## src/pwm_consts.svh

```systemverilog
`ifndef PWM_CONSTS_SVH
`define PWM_CONSTS_SVH

// ----------------------------------------
// Control and status byte fields
// ----------------------------------------
`define CTRL_REG_BIT 7
`define CTRL_WR_BIT 6
`define ADDR_PERIOD 2'h2
`define ADDR_FREQ 2'h3

// ----------------------------------------
// Duty word fields
// ----------------------------------------
`define DUTY_MSB 14
`define DUTY_LSB 5
`define DUTY_FULL 10'h3ff

// ----------------------------------------
// Reset values
// ----------------------------------------
`define PERIOD_RST_STD 16'h0fa0
`define PERIOD_RST_LOW 16'h04e2
`define FREQ_RST_STD 16'h00fa
`define FREQ_RST_LOW 16'h0064

// ----------------------------------------
// Timing
// ----------------------------------------
`define CLK_PERIOD_NS 10
`define STD_DIGIT_NS 1000
`define LOW_DIGIT_NS 8000
`define STD_DIGITS_PER_S 20'd1000000
`define LOW_DIGITS_PER_S 20'd125000

`endif

```

## src/pwm_pkg.sv

```systemverilog
package pwm_pkg;

    // Process image byte and word
    typedef logic [7:0] byte_t;
    typedef logic [15:0] word_t;
    // Duty value after dropping low bits
    typedef logic [9:0] duty_t;

    // Parameter access sequencer
    typedef enum logic [0:0] {
        ST_IDLE,
        ST_DIV
    } acc_state_t;

endpackage

```

## src/pwm_divider.sv

```systemverilog
`timescale 1ns/10ps
module pwm_divider (
    // Clock and reset
    input wire logic clk,
    input wire logic resetn,
    // Request
    input wire logic start,
    input wire logic [19:0] dividend,
    input wire pwm_pkg::word_t divisor,
    // Result
    output logic done,
    output pwm_pkg::word_t quot
);
    import pwm_pkg::*;

    // ----------------------------------------
    // Restoring divider, one bit per cycle
    // ----------------------------------------
    logic busy_q, busy_d;        // Division running
    logic [4:0] step_q, step_d;  // Bits left
    logic [16:0] rem_q, rem_d;   // Partial remainder
    logic [19:0] q_q, q_d;       // Quotient shift register
    logic done_q, done_d;        // Finish pulse
    word_t quot_q, quot_d;       // Saturated result
    logic [16:0] trial;          // Shifted remainder

    // Next state of the divider
    always_comb begin
        busy_d = busy_q;
        step_d = step_q;
        rem_d = rem_q;
        q_d = q_q;
        done_d = 1'b0;
        quot_d = quot_q;
        trial = {rem_q[15:0], q_q[19]};
        if (start) begin
            // Load dividend, clear remainder
            busy_d = 1'b1;
            step_d = 5'h14;
            rem_d = 17'h0;
            q_d = dividend;
        end else if (busy_q) begin
            // Subtract when it fits
            if (trial >= {1'b0, divisor}) begin
                rem_d = trial - {1'b0, divisor};
                q_d = {q_q[18:0], 1'b1};
            end else begin
                rem_d = trial;
                q_d = {q_q[18:0], 1'b0};
            end
            step_d = step_q - 5'h1;
            if (step_q == 5'h1) begin
                // Too large or divide by zero saturates
                busy_d = 1'b0;
                done_d = 1'b1;
                quot_d = (q_d[19:16] != 4'h0) ? 16'hffff : q_d[15:0];
            end
        end
    end

    // Divider registers
    always_ff @(posedge clk or negedge resetn) begin
        if (!resetn) begin
            busy_q <= 1'b0;
            step_q <= 5'h0;
            rem_q <= 17'h0;
            q_q <= 20'h0;
            done_q <= 1'b0;
            quot_q <= 16'h0;
        end else begin
            busy_q <= busy_d;
            step_q <= step_d;
            rem_q <= rem_d;
            q_q <= q_d;
            done_q <= done_d;
            quot_q <= quot_d;
        end
    end

    assign done = done_q;
    assign quot = quot_q;

endmodule

```

## src/two_channel_pwm.sv

```systemverilog
`timescale 1ns/10ps
`include "pwm_consts.svh"
module two_channel_pwm #(
    parameter bit LOW_FREQ = 1'b0
) (
    // Clock and reset
    input wire logic clk,
    input wire logic resetn,
    // Channel 0 image from coupler
    input wire pwm_pkg::byte_t ctrl0,
    input wire pwm_pkg::word_t data0,
    // Channel 1 image from coupler
    input wire pwm_pkg::byte_t ctrl1,
    input wire pwm_pkg::word_t data1,
    // Channel 0 image to coupler
    output pwm_pkg::byte_t status0,
    output pwm_pkg::word_t in_data0,
    // Channel 1 image to coupler
    output pwm_pkg::byte_t status1,
    output pwm_pkg::word_t in_data1,
    // Pulse outputs
    output logic [1:0] pwm_out
);
    import pwm_pkg::*;

    // ----------------------------------------
    // Variant constants
    // ----------------------------------------
    // Reset values per variant
    localparam word_t PERIOD_RST = LOW_FREQ ? `PERIOD_RST_LOW : `PERIOD_RST_STD;
    localparam word_t FREQ_RST = LOW_FREQ ? `FREQ_RST_LOW : `FREQ_RST_STD;
    // Length of one period digit
    localparam int DIGIT_NS = LOW_FREQ ? `LOW_DIGIT_NS : `STD_DIGIT_NS;
    localparam int DIGIT_CYC = DIGIT_NS / `CLK_PERIOD_NS;
    localparam logic [9:0] PRE_MAX = 10'(DIGIT_CYC - 1);
    // Digits in one second
    localparam logic [19:0] DIGITS_PER_S =
        LOW_FREQ ? `LOW_DIGITS_PER_S : `STD_DIGITS_PER_S;

    // ----------------------------------------
    // Channel arrays
    // ----------------------------------------
    byte_t ctrl [2];         // Control bytes
    word_t data [2];         // Output data words
    byte_t stat_q [2];       // Status bytes
    byte_t stat_d [2];
    word_t rd_q [2];         // Input data words
    word_t rd_d [2];
    duty_t duty_q [2];       // Latched duty
    duty_t duty_d [2];
    logic [1:0] req;         // Pending access
    logic [1:0] cmp;         // Access finished now
    logic [1:0] pwm_q, pwm_d;

    assign ctrl[0] = ctrl0;
    assign ctrl[1] = ctrl1;
    assign data[0] = data0;
    assign data[1] = data1;

    // ----------------------------------------
    // Parameter registers and access sequencer
    // ----------------------------------------
    acc_state_t st_q, st_d;  // Sequencer state
    logic ch_q, ch_d;        // Channel waiting on divider
    word_t period_q, period_d;
    word_t freq_q, freq_d;
    word_t cmp_data;         // Read value on completion
    logic gnt;               // Channel served this cycle
    logic div_start;
    logic div_done;
    word_t div_quot;

    // Period from frequency
    pwm_divider u_div (
        .clk(clk),
        .resetn(resetn),
        .start(div_start),
        .dividend(DIGITS_PER_S),
        .divisor(freq_q),
        .done(div_done),
        .quot(div_quot)
    );

    // Next state of the sequencer
    always_comb begin
        st_d = st_q;
        ch_d = ch_q;
        period_d = period_q;
        freq_d = freq_q;
        div_start = 1'b0;
        cmp = 2'b00;
        cmp_data = 16'h0;
        // Channel 0 wins a tie
        gnt = req[0] ? 1'b0 : 1'b1;
        case (st_q)
            ST_IDLE: begin
                if (|req) begin
                    if (!ctrl[gnt][`CTRL_WR_BIT]) begin
                        // Read returns value at once
                        cmp[gnt] = 1'b1;
                        case (ctrl[gnt][1:0])
                            `ADDR_PERIOD: cmp_data = period_q;
                            `ADDR_FREQ: cmp_data = freq_q;
                            default: cmp_data = 16'h0;
                        endcase
                    end else if (ctrl[gnt][1:0] == `ADDR_PERIOD) begin
                        // Direct period write
                        period_d = data[gnt];
                        cmp[gnt] = 1'b1;
                    end else if (ctrl[gnt][1:0] == `ADDR_FREQ) begin
                        // Frequency write starts division
                        freq_d = data[gnt];
                        div_start = 1'b1;
                        ch_d = gnt;
                        st_d = ST_DIV;
                    end else begin
                        // Unused address, acknowledged only
                        cmp[gnt] = 1'b1;
                    end
                end
            end
            ST_DIV: begin
                if (div_done) begin
                    // Store computed period
                    period_d = div_quot;
                    cmp[ch_q] = 1'b1;
                    st_d = ST_IDLE;
                end
            end
            default: begin
                st_d = ST_IDLE;
            end
        endcase
    end

    // Sequencer registers, defaults at power-on
    always_ff @(posedge clk or negedge resetn) begin
        if (!resetn) begin
            st_q <= ST_IDLE;
            ch_q <= 1'b0;
            period_q <= PERIOD_RST;
            freq_q <= FREQ_RST;
        end else begin
            st_q <= st_d;
            ch_q <= ch_d;
            period_q <= period_d;
            freq_q <= freq_d;
        end
    end

    // ----------------------------------------
    // Shared period counter
    // ----------------------------------------
    logic [9:0] pre_q, pre_d;  // Cycles within a digit
    word_t cnt_q, cnt_d;       // Digits within a period
    logic tick;                // One digit elapsed

    // Next prescaler and counter values
    always_comb begin
        tick = (pre_q == PRE_MAX);
        pre_d = tick ? 10'h0 : pre_q + 10'h1;
        cnt_d = cnt_q;
        if (tick) begin
            // Wrap at period, both channels alike
            if (({1'b0, cnt_q} + 17'h1) >= {1'b0, period_q}) begin
                cnt_d = 16'h0;
            end else begin
                cnt_d = cnt_q + 16'h1;
            end
        end
        // A new period restarts the count so it never sits past the end
        if (period_d != period_q) begin
            cnt_d = 16'h0;
        end
    end

    // Counter registers
    always_ff @(posedge clk or negedge resetn) begin
        if (!resetn) begin
            pre_q <= 10'h0;
            cnt_q <= 16'h0;
        end else begin
            pre_q <= pre_d;
            cnt_q <= cnt_d;
        end
    end

    // ----------------------------------------
    // Per channel image and pulse logic
    // ----------------------------------------
    genvar c;
    generate
        for (c = 0; c < 2; c++) begin : g_ch
            logic [25:0] phase;  // Counter scaled by full step
            logic [25:0] limit;  // Period scaled by duty

            // Pending when bit 7 set and not yet answered
            assign req[c] = ctrl[c][`CTRL_REG_BIT] & ~stat_q[c][7];

            // Next image and pulse values
            always_comb begin
                stat_d[c] = stat_q[c];
                rd_d[c] = rd_q[c];
                duty_d[c] = duty_q[c];
                if (!ctrl[c][`CTRL_REG_BIT]) begin
                    // Process data exchange
                    stat_d[c] = 8'h0;
                    rd_d[c] = 16'h0;
                    duty_d[c] = data[c][`DUTY_MSB:`DUTY_LSB];
                end else if (cmp[c]) begin
                    // Echo bit 7 and address
                    stat_d[c] = {1'b1, 5'h0, ctrl[c][1:0]};
                    rd_d[c] = ctrl[c][`CTRL_WR_BIT] ? 16'h0 : cmp_data;
                end
                phase = 26'(cnt_q) * 26'(`DUTY_FULL);
                limit = 26'(period_q) * 26'(duty_q[c]);
                pwm_d[c] = (phase < limit);
            end

            // Channel registers
            always_ff @(posedge clk or negedge resetn) begin
                if (!resetn) begin
                    stat_q[c] <= 8'h0;
                    rd_q[c] <= 16'h0;
                    duty_q[c] <= 10'h0;
                    pwm_q[c] <= 1'b0;
                end else begin
                    stat_q[c] <= stat_d[c];
                    rd_q[c] <= rd_d[c];
                    duty_q[c] <= duty_d[c];
                    pwm_q[c] <= pwm_d[c];
                end
            end
        end
    endgenerate

    // Outputs from flip-flops
    assign status0 = stat_q[0];
    assign status1 = stat_q[1];
    assign in_data0 = rd_q[0];
    assign in_data1 = rd_q[1];
    assign pwm_out = pwm_q;

    // ----------------------------------------
    // Assertions
    // ----------------------------------------
    // Duty taken from bits 14 to 5 only
    property p_duty_bits;
        @(posedge clk) disable iff (!resetn)
        !ctrl0[7] |=> duty_q[0] == $past(data0[14:5]);
    endproperty
    a_duty_bits: assert property (p_duty_bits) else $error("duty bits wrong");

    // Full duty holds output high
    property p_full_on;
        @(posedge clk) disable iff (!resetn)
        (duty_q[0] == 10'h3ff && period_q != 16'h0) [*2] |-> pwm_out[0];
    endproperty
    a_full_on: assert property (p_full_on) else $error("full duty not high");

    // Zero duty holds output low
    property p_zero_off;
        @(posedge clk) disable iff (!resetn)
        (duty_q[1] == 10'h0) [*2] |-> !pwm_out[1];
    endproperty
    a_zero_off: assert property (p_zero_off) else $error("zero duty not low");

    // Divider result lands in period register
    property p_freq_period;
        @(posedge clk) disable iff (!resetn)
        div_done && st_q == ST_DIV |=> period_q == $past(div_quot);
    endproperty
    a_freq_period: assert property (p_freq_period) else $error("period not updated");

    // Counter advances only on a digit tick
    property p_tick;
        @(posedge clk) disable iff (!resetn)
        (cnt_q != $past(cnt_q)) && cnt_q != 16'h0 |-> $past(tick);
    endproperty
    a_tick: assert property (p_tick) else $error("counter off tick");

    // Period write from channel 0
    property p_period_wr;
        @(posedge clk) disable iff (!resetn)
        ctrl0 == 8'hc2 && !status0[7] && st_q == ST_IDLE
            |=> period_q == $past(data0) && status0 == 8'h82 ##1 in_data0 == 16'h0;
    endproperty
    a_period_wr: assert property (p_period_wr) else $error("period write failed");

    // Read of period returns register
    property p_period_rd;
        @(posedge clk) disable iff (!resetn)
        ctrl0 == 8'h82 && !status0[7] && st_q == ST_IDLE
            |=> status0 == 8'h82 && in_data0 == $past(period_q);
    endproperty
    a_period_rd: assert property (p_period_rd) else $error("period read wrong");

    // Answer echoes address with bit 6 clear
    property p_echo;
        @(posedge clk) disable iff (!resetn)
        $rose(status1[7]) |-> status1[6:2] == 5'h0 && status1[1:0] == $past(ctrl1[1:0]);
    endproperty
    a_echo: assert property (p_echo) else $error("status echo wrong");

    // Bit 7 low restores process exchange
    property p_back;
        @(posedge clk) disable iff (!resetn)
        !ctrl1[7] |=> status1 == 8'h0 && in_data1 == 16'h0;
    endproperty
    a_back: assert property (p_back) else $error("no return to process data");

endmodule

```

## config.mk

```make
export PLATFORM = sky130hd
export DESIGN_NAME = two_channel_pwm
export DESIGN_NICKNAME = d
export VERILOG_FILES = /design/src/pwm_pkg.sv /design/src/pwm_divider.sv /design/src/two_channel_pwm.sv
export VERILOG_INCLUDE_DIRS = /design/src /design/src/src
export SDC_FILE = /design/constraint.sdc
export NUM_CORES = 1
export LEC_CHECK = 0
export ABC_AREA = 1
export BUFFER_PORTS_ARGS = -buffer_cell sky130_fd_sc_hd__buf_2
export CORE_MARGIN = 5
export CORE_UTILIZATION = 34
export DETAILED_ROUTE_END_ITERATION = 8
export PLACE_DENSITY_LB_ADDON = 0.2
export SETUP_SLACK_MARGIN = 0.5
export SYNTH_ARGS = -nofsm -noshare
export SYNTH_HDL_FRONTEND = slang
export SYNTH_SLANG_ARGS = --single-unit
```

## constraint.sdc

```tcl
create_clock -name clk -period 11.4 [get_ports clk]
set_input_delay 1.71 -clock clk [delete_from_list [all_inputs] [get_ports clk]]
set_output_delay 1.71 -clock clk [all_outputs]
set_load 0.05 [all_outputs]
```

==> impl_results.md, run 1 <==
* Vias/cell at 4.74
* Most frequent cell after synthesis: nand2_1
* Postcts setup bufs at 0
* Antenna diode count at 0
* Clock buffer count from CTS at 17
* Critical path capture point type: flip-flop
* Place WS at between 4 and 5 ns
* Synth cell types at 51
* Largest net degree at the start of global routing at 70
* Clock Latency Late Sink at 0.49 ns
* Synthesized area per cell at 7.74 um^2
* Ys Warns at 0
* Final count of negative-setup-slack endpoints at 0
* Setup TNS at 0 ns
* Post-route ant nets at 0
* Fin. Hold Viols at 0
* Status: finished, final reports clean
* Post-cts sizing count at 0
* Worst-path clk slew at approximately 0.08 ns
* Detailed-route DRC error count at 0
* Input/output buffers at 81
* Placed Instance Area at 26300 um^2
* Die area at 79200 um^2
* Final Cycle Share at 62.0%
* Initial antenna violation count at 1
* Vias in the first global route at 20500
* CTS Sinks at approximately 180
* Layout Nets at approximately 3900
* Grt ovf at 0
* CP required at 11.74 ns
* Core Box Area at 73100 um^2
* P&R area growth vs syn at 7.38%
* DRT Pass-1 Iters at 5
* Ranking of synthesized cells by area: fa_1 (24%), dfrtp_1 (17%), ha_1 (14%)
* Drt wl/cell at 16.4 um
* Top cells by count, synth: nand2_1 (766), inv_1 (742), fa_1 (303), ha_1 (277), dfrtp_1 (167)
* Min Tclk post-route at between 7 and 8 ns
* Final Instance Area at 26900 um^2
* Die width at 281 um
* Via count at approximately 20000
* Fmax at 141 MHz
* Synthesized instance count at 3236
* Max_slew headroom at 21.0%
* Cell taking the most area after synthesis: fa_1
* Share of cells above drive strength 1 at under 10%
* Synthesized area at around 25000 um^2
* First-pass GRT wire length at 114000 um
* Top_reg_cell synth: dfrtp_1
* Final GP Congestion at about 0.83
* CP Max Fanout at 23
* I/O pins at 100
* CTS Hold Bufs at 0
* Count of pins over their slew limit at 0
* Worst Hold Class: reg2reg
* Critical Path Start Type: flip-flop
* Final Non-Filler Cells at approximately 4200
* Critical path data arrival time at ~7.4 ns
* Asr flop ratio synth at 100%
* GRT Resource Usage Total at about 18%
* Crit Path Class: reg2reg
* Final worst-path setup slack at 4.33 ns
* Post-synth EDFFs at 0
* Routed wire length at 69100 um
* Slew @ Worst Pin at roughly 1.2 ns
* Seq cells post-synth at between 150 and 200
* Skew final at between 0.015 and 0.02 ns
* Max-cap violation count at 0
* Clock buffer depth at 2
* Chip height at 281 um
* Share of the synthesized area in the top cell type at 24.2%
* Placed instance count at 4178
* CTS tree: built
* RSZ-0062 raised after global routing: no
* Core Rows at 99
* Initial Util at 34.3%
* Detailed placer's ending HPWL at 54400 um
* Seq/Total Area, Yosys at 17.9%
* CTS HTree Levels at 4
* Root buf cell: clkbuf_16
* Initial DRC count at 1284
==> placed cells by master (no fill, tap or decap), types with 80 or more instances in the layout <==
cell	count
nor2_1	107
nand3_1	121
buf_2	80
inv_1	742
fa_1	303
dfrtp_1	167
ha_1	277
a21oi_1	131
o21ai_0	156
nand2_1	766
==> layout make-up <==
cell class                 instances  area (um^2)
sequential                       179         4490
tap                              959         1200
fill                            7705        46200
clock buffer                      17          425
inverter                         748         2810
timing repair buffer             101          564
multi-input combinational       2191        17200
clock inverter                    15          168
==> layer usage <==
layer / routed length, um / track usage [%]
met5: 0 / 0
met4: 1140 / 3.78
met1: 34600 / 27.1
met3: 3010 / 2.30
met2: 30300 / 28.5
==> flip-flops by register name (all words and copies together), names as in the netlist, 5 cells and up <==
name and count:
in_data1 16, period_q 16, in_data0 16, freq_q 16, pre_q 10, u_div.q_q 20
cnt_q 16, u_div.step_q 5, u_div.quot 16, u_div.rem_q 16, duty_q 20
==> worst max-delay path, stage by stage (launching register included) <==
cell	delay [ns]
dfstp_2	0.99
nand2_1	0.17
fa_1	0.57
inv_1	0.06
fa_1	0.50
inv_1	0.05
fa_1	0.48
inv_1	0.06
fa_1	0.54
inv_1	0.06
fa_1	0.53
inv_1	0.05
ha_1	0.36
nand2_1	0.10
o21ai_0	0.37
a21oi_1	0.19
o21ai_0	0.34
nand2_1	0.08
nand2_1	0.09
xnor2_1	0.19
ha_1	0.32
nand2_1	0.09
nor2_1	0.05
a211oi_1	0.19
o211ai_1	0.15
a31oi_1	0.36
==> logic make-up (layout without fill, tap and decap cells) <==
kind of cell / count (synthesis) / in the layout / synth area share, %
AO/OA/AOI/OAI: 414 / 414 / 9.27
adder cells (fa/ha/maj): 580 / 580 / 38.0
other: 1 / 10 / 0.0150
flip-flops: 179 / 179 / 17.9
AND/OR/NAND/NOR: 1083 / 1083 / 17.7
buffers and inverters: 875 / 881 / 13.4
XOR/XNOR: 104 / 104 / 3.64
==> through the flow <==
stage	utilization [%]	hold WS (ns)
final	36.8	0.461
after floorplan	-	0.433
after detailed placement	36.0	0.455
after global placement	36.0	0.451
after CTS	36.8	0.466
after global routing	36.8	0.483
==> final timing paths <==
kind                        startpoint          to  slack, ns  cells after the start
min reg2reg                   pre_q[0]    pre_q[0]       0.46                      1
max                        period_q[5]  pwm_out[0]       4.33                     25
min in group asynchronous       resetn    pre_q[4]       1.25                      1
max in group asynchronous       resetn  duty_q[17]       8.78                      2
min                           pre_q[0]    pre_q[0]       0.46                      1
max reg2reg                period_q[5]  pwm_out[0]       4.33                     25
Power of run 1 is not shown: default switching activity piles up to over one toggle a cycle in this logic, so the estimate is an artifact.
==> run 2: changes to the inputs <==
ABC_AREA = 0   (was 1)
clock period = 5.9 ns   (was 11.4 ns; I/O delays follow)
==> run 2 against run 1 <==
- the flow now finishes with violations (setup timing)
- clock skew shrank 0.0016 ns
- hold slack gained 0.00081 ns
- clock-buffer cell count unchanged
- core utilization increased by 4.5 points
- cell area is 9.8% higher
- die area fell by 2.0%
- register-to-register slack worse by 4.8 ns
- sequential share of layout area decreased by 1.4 points
- routed wire length up 6.1%
- global-route usage up 0.84 points
- first-iteration DRC count decreased by 19%
- critical endpoint is now pwm_out[1]
- highest routed layer unchanged
==> impl_results.md, run 2 <==
* CP peak stage delay at 0.66 ns (was 0.99 ns)
* Final count of negative-setup-slack endpoints at 2 (was 0)
* Worst path bufs/invs at 7 (was 5)
* Failing checks: setup timing
* Final GP Congestion at 0.897 (was 0.828)
* CP Max Fanout at 6 (was 23)
* Grt ovf at 0 (unchanged)
* Detailed placer's ending HPWL at 59600 um (was 54400 um)
* I/O pins at 100 (unchanged)
* Status: complete, but fails checks (was finished, final reports clean)
* Seq cells post-synth at 179 (unchanged)
* Critical path data arrival time at 6.83 ns (was 7.41 ns)
* Reg2reg path depth at 25 (unchanged)
* Synthesized instance count at 2676 (was 3236)
* Most common cell after layout, fill and taps aside: inv_1 (was nand2_1)
* Crit Path Class: reg2reg (unchanged)
* Slowest CP cell: dfstp_2 (unchanged)
* Top Registers: duty_q (20), u_div.q_q (20) (unchanged)
* Count of pins over their slew limit at 0 (unchanged)
* Setup TNS at -0.969 ns (was 0 ns)
* Ys Warns at 0 (unchanged)
* Final Non-Filler Cells at 3966 (was 4210)
* Post-synth EDFFs at 0 (unchanged)
* Post-route ant nets at 0 (unchanged)
* Crit path max-delay family: adder cells (unchanged)
* Root buf cell: clkbuf_16 (unchanged)
* Critical path capture point type: flip-flop (unchanged)
* Final Instance Area at 29600 um^2 (was 26900 um^2)
* Most frequent cells in the layout: inv_1 (444), buf_4 (323), fa_1 (299) (was nand2_1 (766), inv_1 (742), fa_1 (303))
* CTS Hold Bufs at 0 (unchanged)
* Min Tclk post-route at 6.42 ns (was 7.07 ns)
* Share of cells above drive strength 1 at 20.6% (was 5.44%)
* Worst-path clk slew at 0.09 ns (was 0.08 ns)
* Clock buffer count from CTS at 17 (unchanged)
* Vias in the first global route at 21600 (was 20500)
* Asr flop ratio synth at 100% (unchanged)
* Most frequent cell after synthesis: inv_1 (was nand2_1)
* Final worst-path setup slack at -0.516 ns (was 4.33 ns)
* Cell taking the most area after synthesis: fa_1 (unchanged)
* Routed wire length at 73300 um (was 69100 um)
* Fin. Hold Viols at 0 (unchanged)
* Initial antenna violation count at 1 (unchanged)
* CTS HTree Levels at 4 (unchanged)
* Initial Util at 34.3% (about the same)
* Reg-to-reg endpoint: pwm_out[1] (was pwm_out[0])
* Vias/cell at 5.01 (was 4.74)
* GRT Resource Usage Total at 19.0% (was 18.2%)
* Layout Nets at 3632 (was 3868)
* Final Cycle Share at 109% (was 62.0%)
* Synthesized area per cell at 9.17 um^2 (was 7.74 um^2)
* Largest net degree at the start of global routing at 94 (was 70)
* Placed instance count at 3897 (was 4178)
* RSZ-0062 raised after global routing: yes (was no)
* Worst Hold Class: in2async (was reg2reg)
* Critical Path Start Type: flip-flop (unchanged)
* First-pass GRT wire length at 119000 um (was 114000 um)
* R2r setup slk at -0.52 ns (was 4.33 ns)
* Seq/Total Area, Yosys at 18.3% (was 17.9%)
* R2R Path Start: period_q[5] (unchanged)
* Share of the synthesized area in the top cell type at 24.7% (was 24.2%)
* Detailed-route DRC error count at 0 (unchanged)
* Clock Latency Late Sink at 0.48 ns (was 0.49 ns)
* Final hold slack at 0.462 ns (was 0.461 ns)
* Fmax at 156 MHz (was 141 MHz)
* CTS tree: built (unchanged)
* Synth cell types at 78 (was 51)
* Placed Instance Area at 28200 um^2 (was 26300 um^2)
* Input/output buffers at 81 (unchanged)
* DRT Pass-1 Iters at 5 (unchanged)
* Max-cap violation count at 0 (unchanged)
* Drt wl/cell at 18.5 um (was 16.4 um)
* Via count at 19900 (about the same)
* Core Rows at 98 (was 99)
* Top cells by count, synth: inv_1 (448), fa_1 (303), ha_1 (277), nand2_1 (272), dfrtp_1 (167) (was nand2_1 (766), inv_1 (742), fa_1 (303), ha_1 (277), dfrtp_1 (167))
* Skew final at 0.0149 ns (was 0.0165 ns)
* P&R area growth vs syn at 20.4% (was 7.38%)
* Max_slew headroom at 16.5% (was 21.0%)
* Synthesized area at 24500 um^2 (was 25100 um^2)
* Die width at 279 um (was 281 um)
* Slew @ Worst Pin at 1.25 ns (was 1.18 ns)
* Clock buffer depth at 2 (unchanged)
* Chip height at 279 um (was 281 um)
* Core Box Area at 71500 um^2 (was 73100 um^2)
* Initial DRC count at 1040 (was 1284)
* CTS Sinks at 179 (unchanged)
* CP required at 6.31 ns (was 11.74 ns)
* Die area at 77600 um^2 (was 79200 um^2)
* Ranking of synthesized cells by area: fa_1 (25%), dfrtp_1 (17%), ha_1 (14%) (was fa_1 (24%), dfrtp_1 (17%), ha_1 (14%))
* Top_reg_cell synth: dfrtp_1 (unchanged)
* Cell repeated most along the worst path: fa_1
[run 2: changes by cell type after synthesis, moves of 42 or more]
cell,before,now
o21ai_0,156,93
and2_1,0,158
mux2i_1,0,42
nand2_1,766,272
nand3_1,121,37
inv_1,742,448
[run 2: per-layer routing]
layer / vias to the layer above / GRT usage, % / share of wire, %
met3: 78 / 2.27 / 3.1
li1: 9357 / - / -
met4: 0 / 4.32 / 2.0
met5: - / 0 / 0
met2: 335 / 32.9 / 50
met1: 10100 / 25.7 / 45
[run 2: worst reg2reg max path, cell delays in order, from the launching register on]
cell and delay (ns):
dfstp_2 0.66, buf_4 0.16, buf_4 0.12, and2_1 0.13, fa_1 0.43, fa_1 0.53
fa_1 0.45, fa_1 0.52, inv_1 0.06, fa_1 0.48, inv_1 0.07, ha_1 0.19
or2_2 0.32, o41ai_4 0.43, nor3_2 0.10, o21ai_2 0.22, buf_6 0.15, buf_4 0.09
nand2b_1 0.06, a21oi_2 0.20, xor2_2 0.24, buf_4 0.16, ha_1 0.24, a21oi_2 0.14
o21ai_2 0.09, a21oi_2 0.12
[run 2: final cells by class]
| cell class | count | area (um^2) |
|---|---|---|
| fill | 7107 | 41900 |
| timing repair buffer | 424 | 3180 |
| clock inverter | 15 | 165 |
| antenna | 1 | 2.50 |
| tap | 950 | 1190 |
| clock buffer | 17 | 425 |
| sequential | 179 | 4510 |
| inverter | 448 | 1680 |
| multi-input combinational | 1932 | 18400 |
[run 2: kinds of logic after synthesis]
family                     count (synthesis)  share of synthesized area (%)
muxes                                     71                           3.07
other                                      1                         0.0153
AOI/OAI and AO/OA                        469                           12.7
DFF                                      179                           18.3
and+or+nand+nor                          686                           13.9
buffers and inverters                    574                           9.05
adders and majority gates                580                           38.8
xor gates and xnor gates                 116                           4.14
[run 2: repair_timing]
action                     in CTS  in global routing
gates cloned                    1                  0
pin swaps                      42                 43
setup endpoints to repair       2                  2
gates resized for setup        54                 44
setup buffers                  27                  8
[run 2: worst max path at each step]
stage | startpoint | endpoint | slack [ns] | cells past startpoint
6_report | period_q[5] | pwm_out[1] | -0.52 | 25
5_1_grt | cnt_q[5] | pwm_out[1] | -0.73 | 27
4_1_cts | period_q[10] | pwm_out[1] | -0.53 | 23
3_5_place_dp | period_q[9] | pwm_out[1] | -0.89 | 24
3_3_place_gp | period_q[5] | pwm_out[1] | -0.77 | 24
2_1_floorplan | period_q[7] | pwm_out[1] | -0.04 | 27
[run 2: metrics by stage]
stage | setup WS (ns) | util (%)
finish | -0.516 | 41.3
global route | -0.729 | 41.3
CTS | -0.527 | 41.0
detailed placement | -0.890 | 39.5
global placement | -0.771 | 39.5
floorplan | -0.0356 | -
Power of run 2 is left out for the same reason.
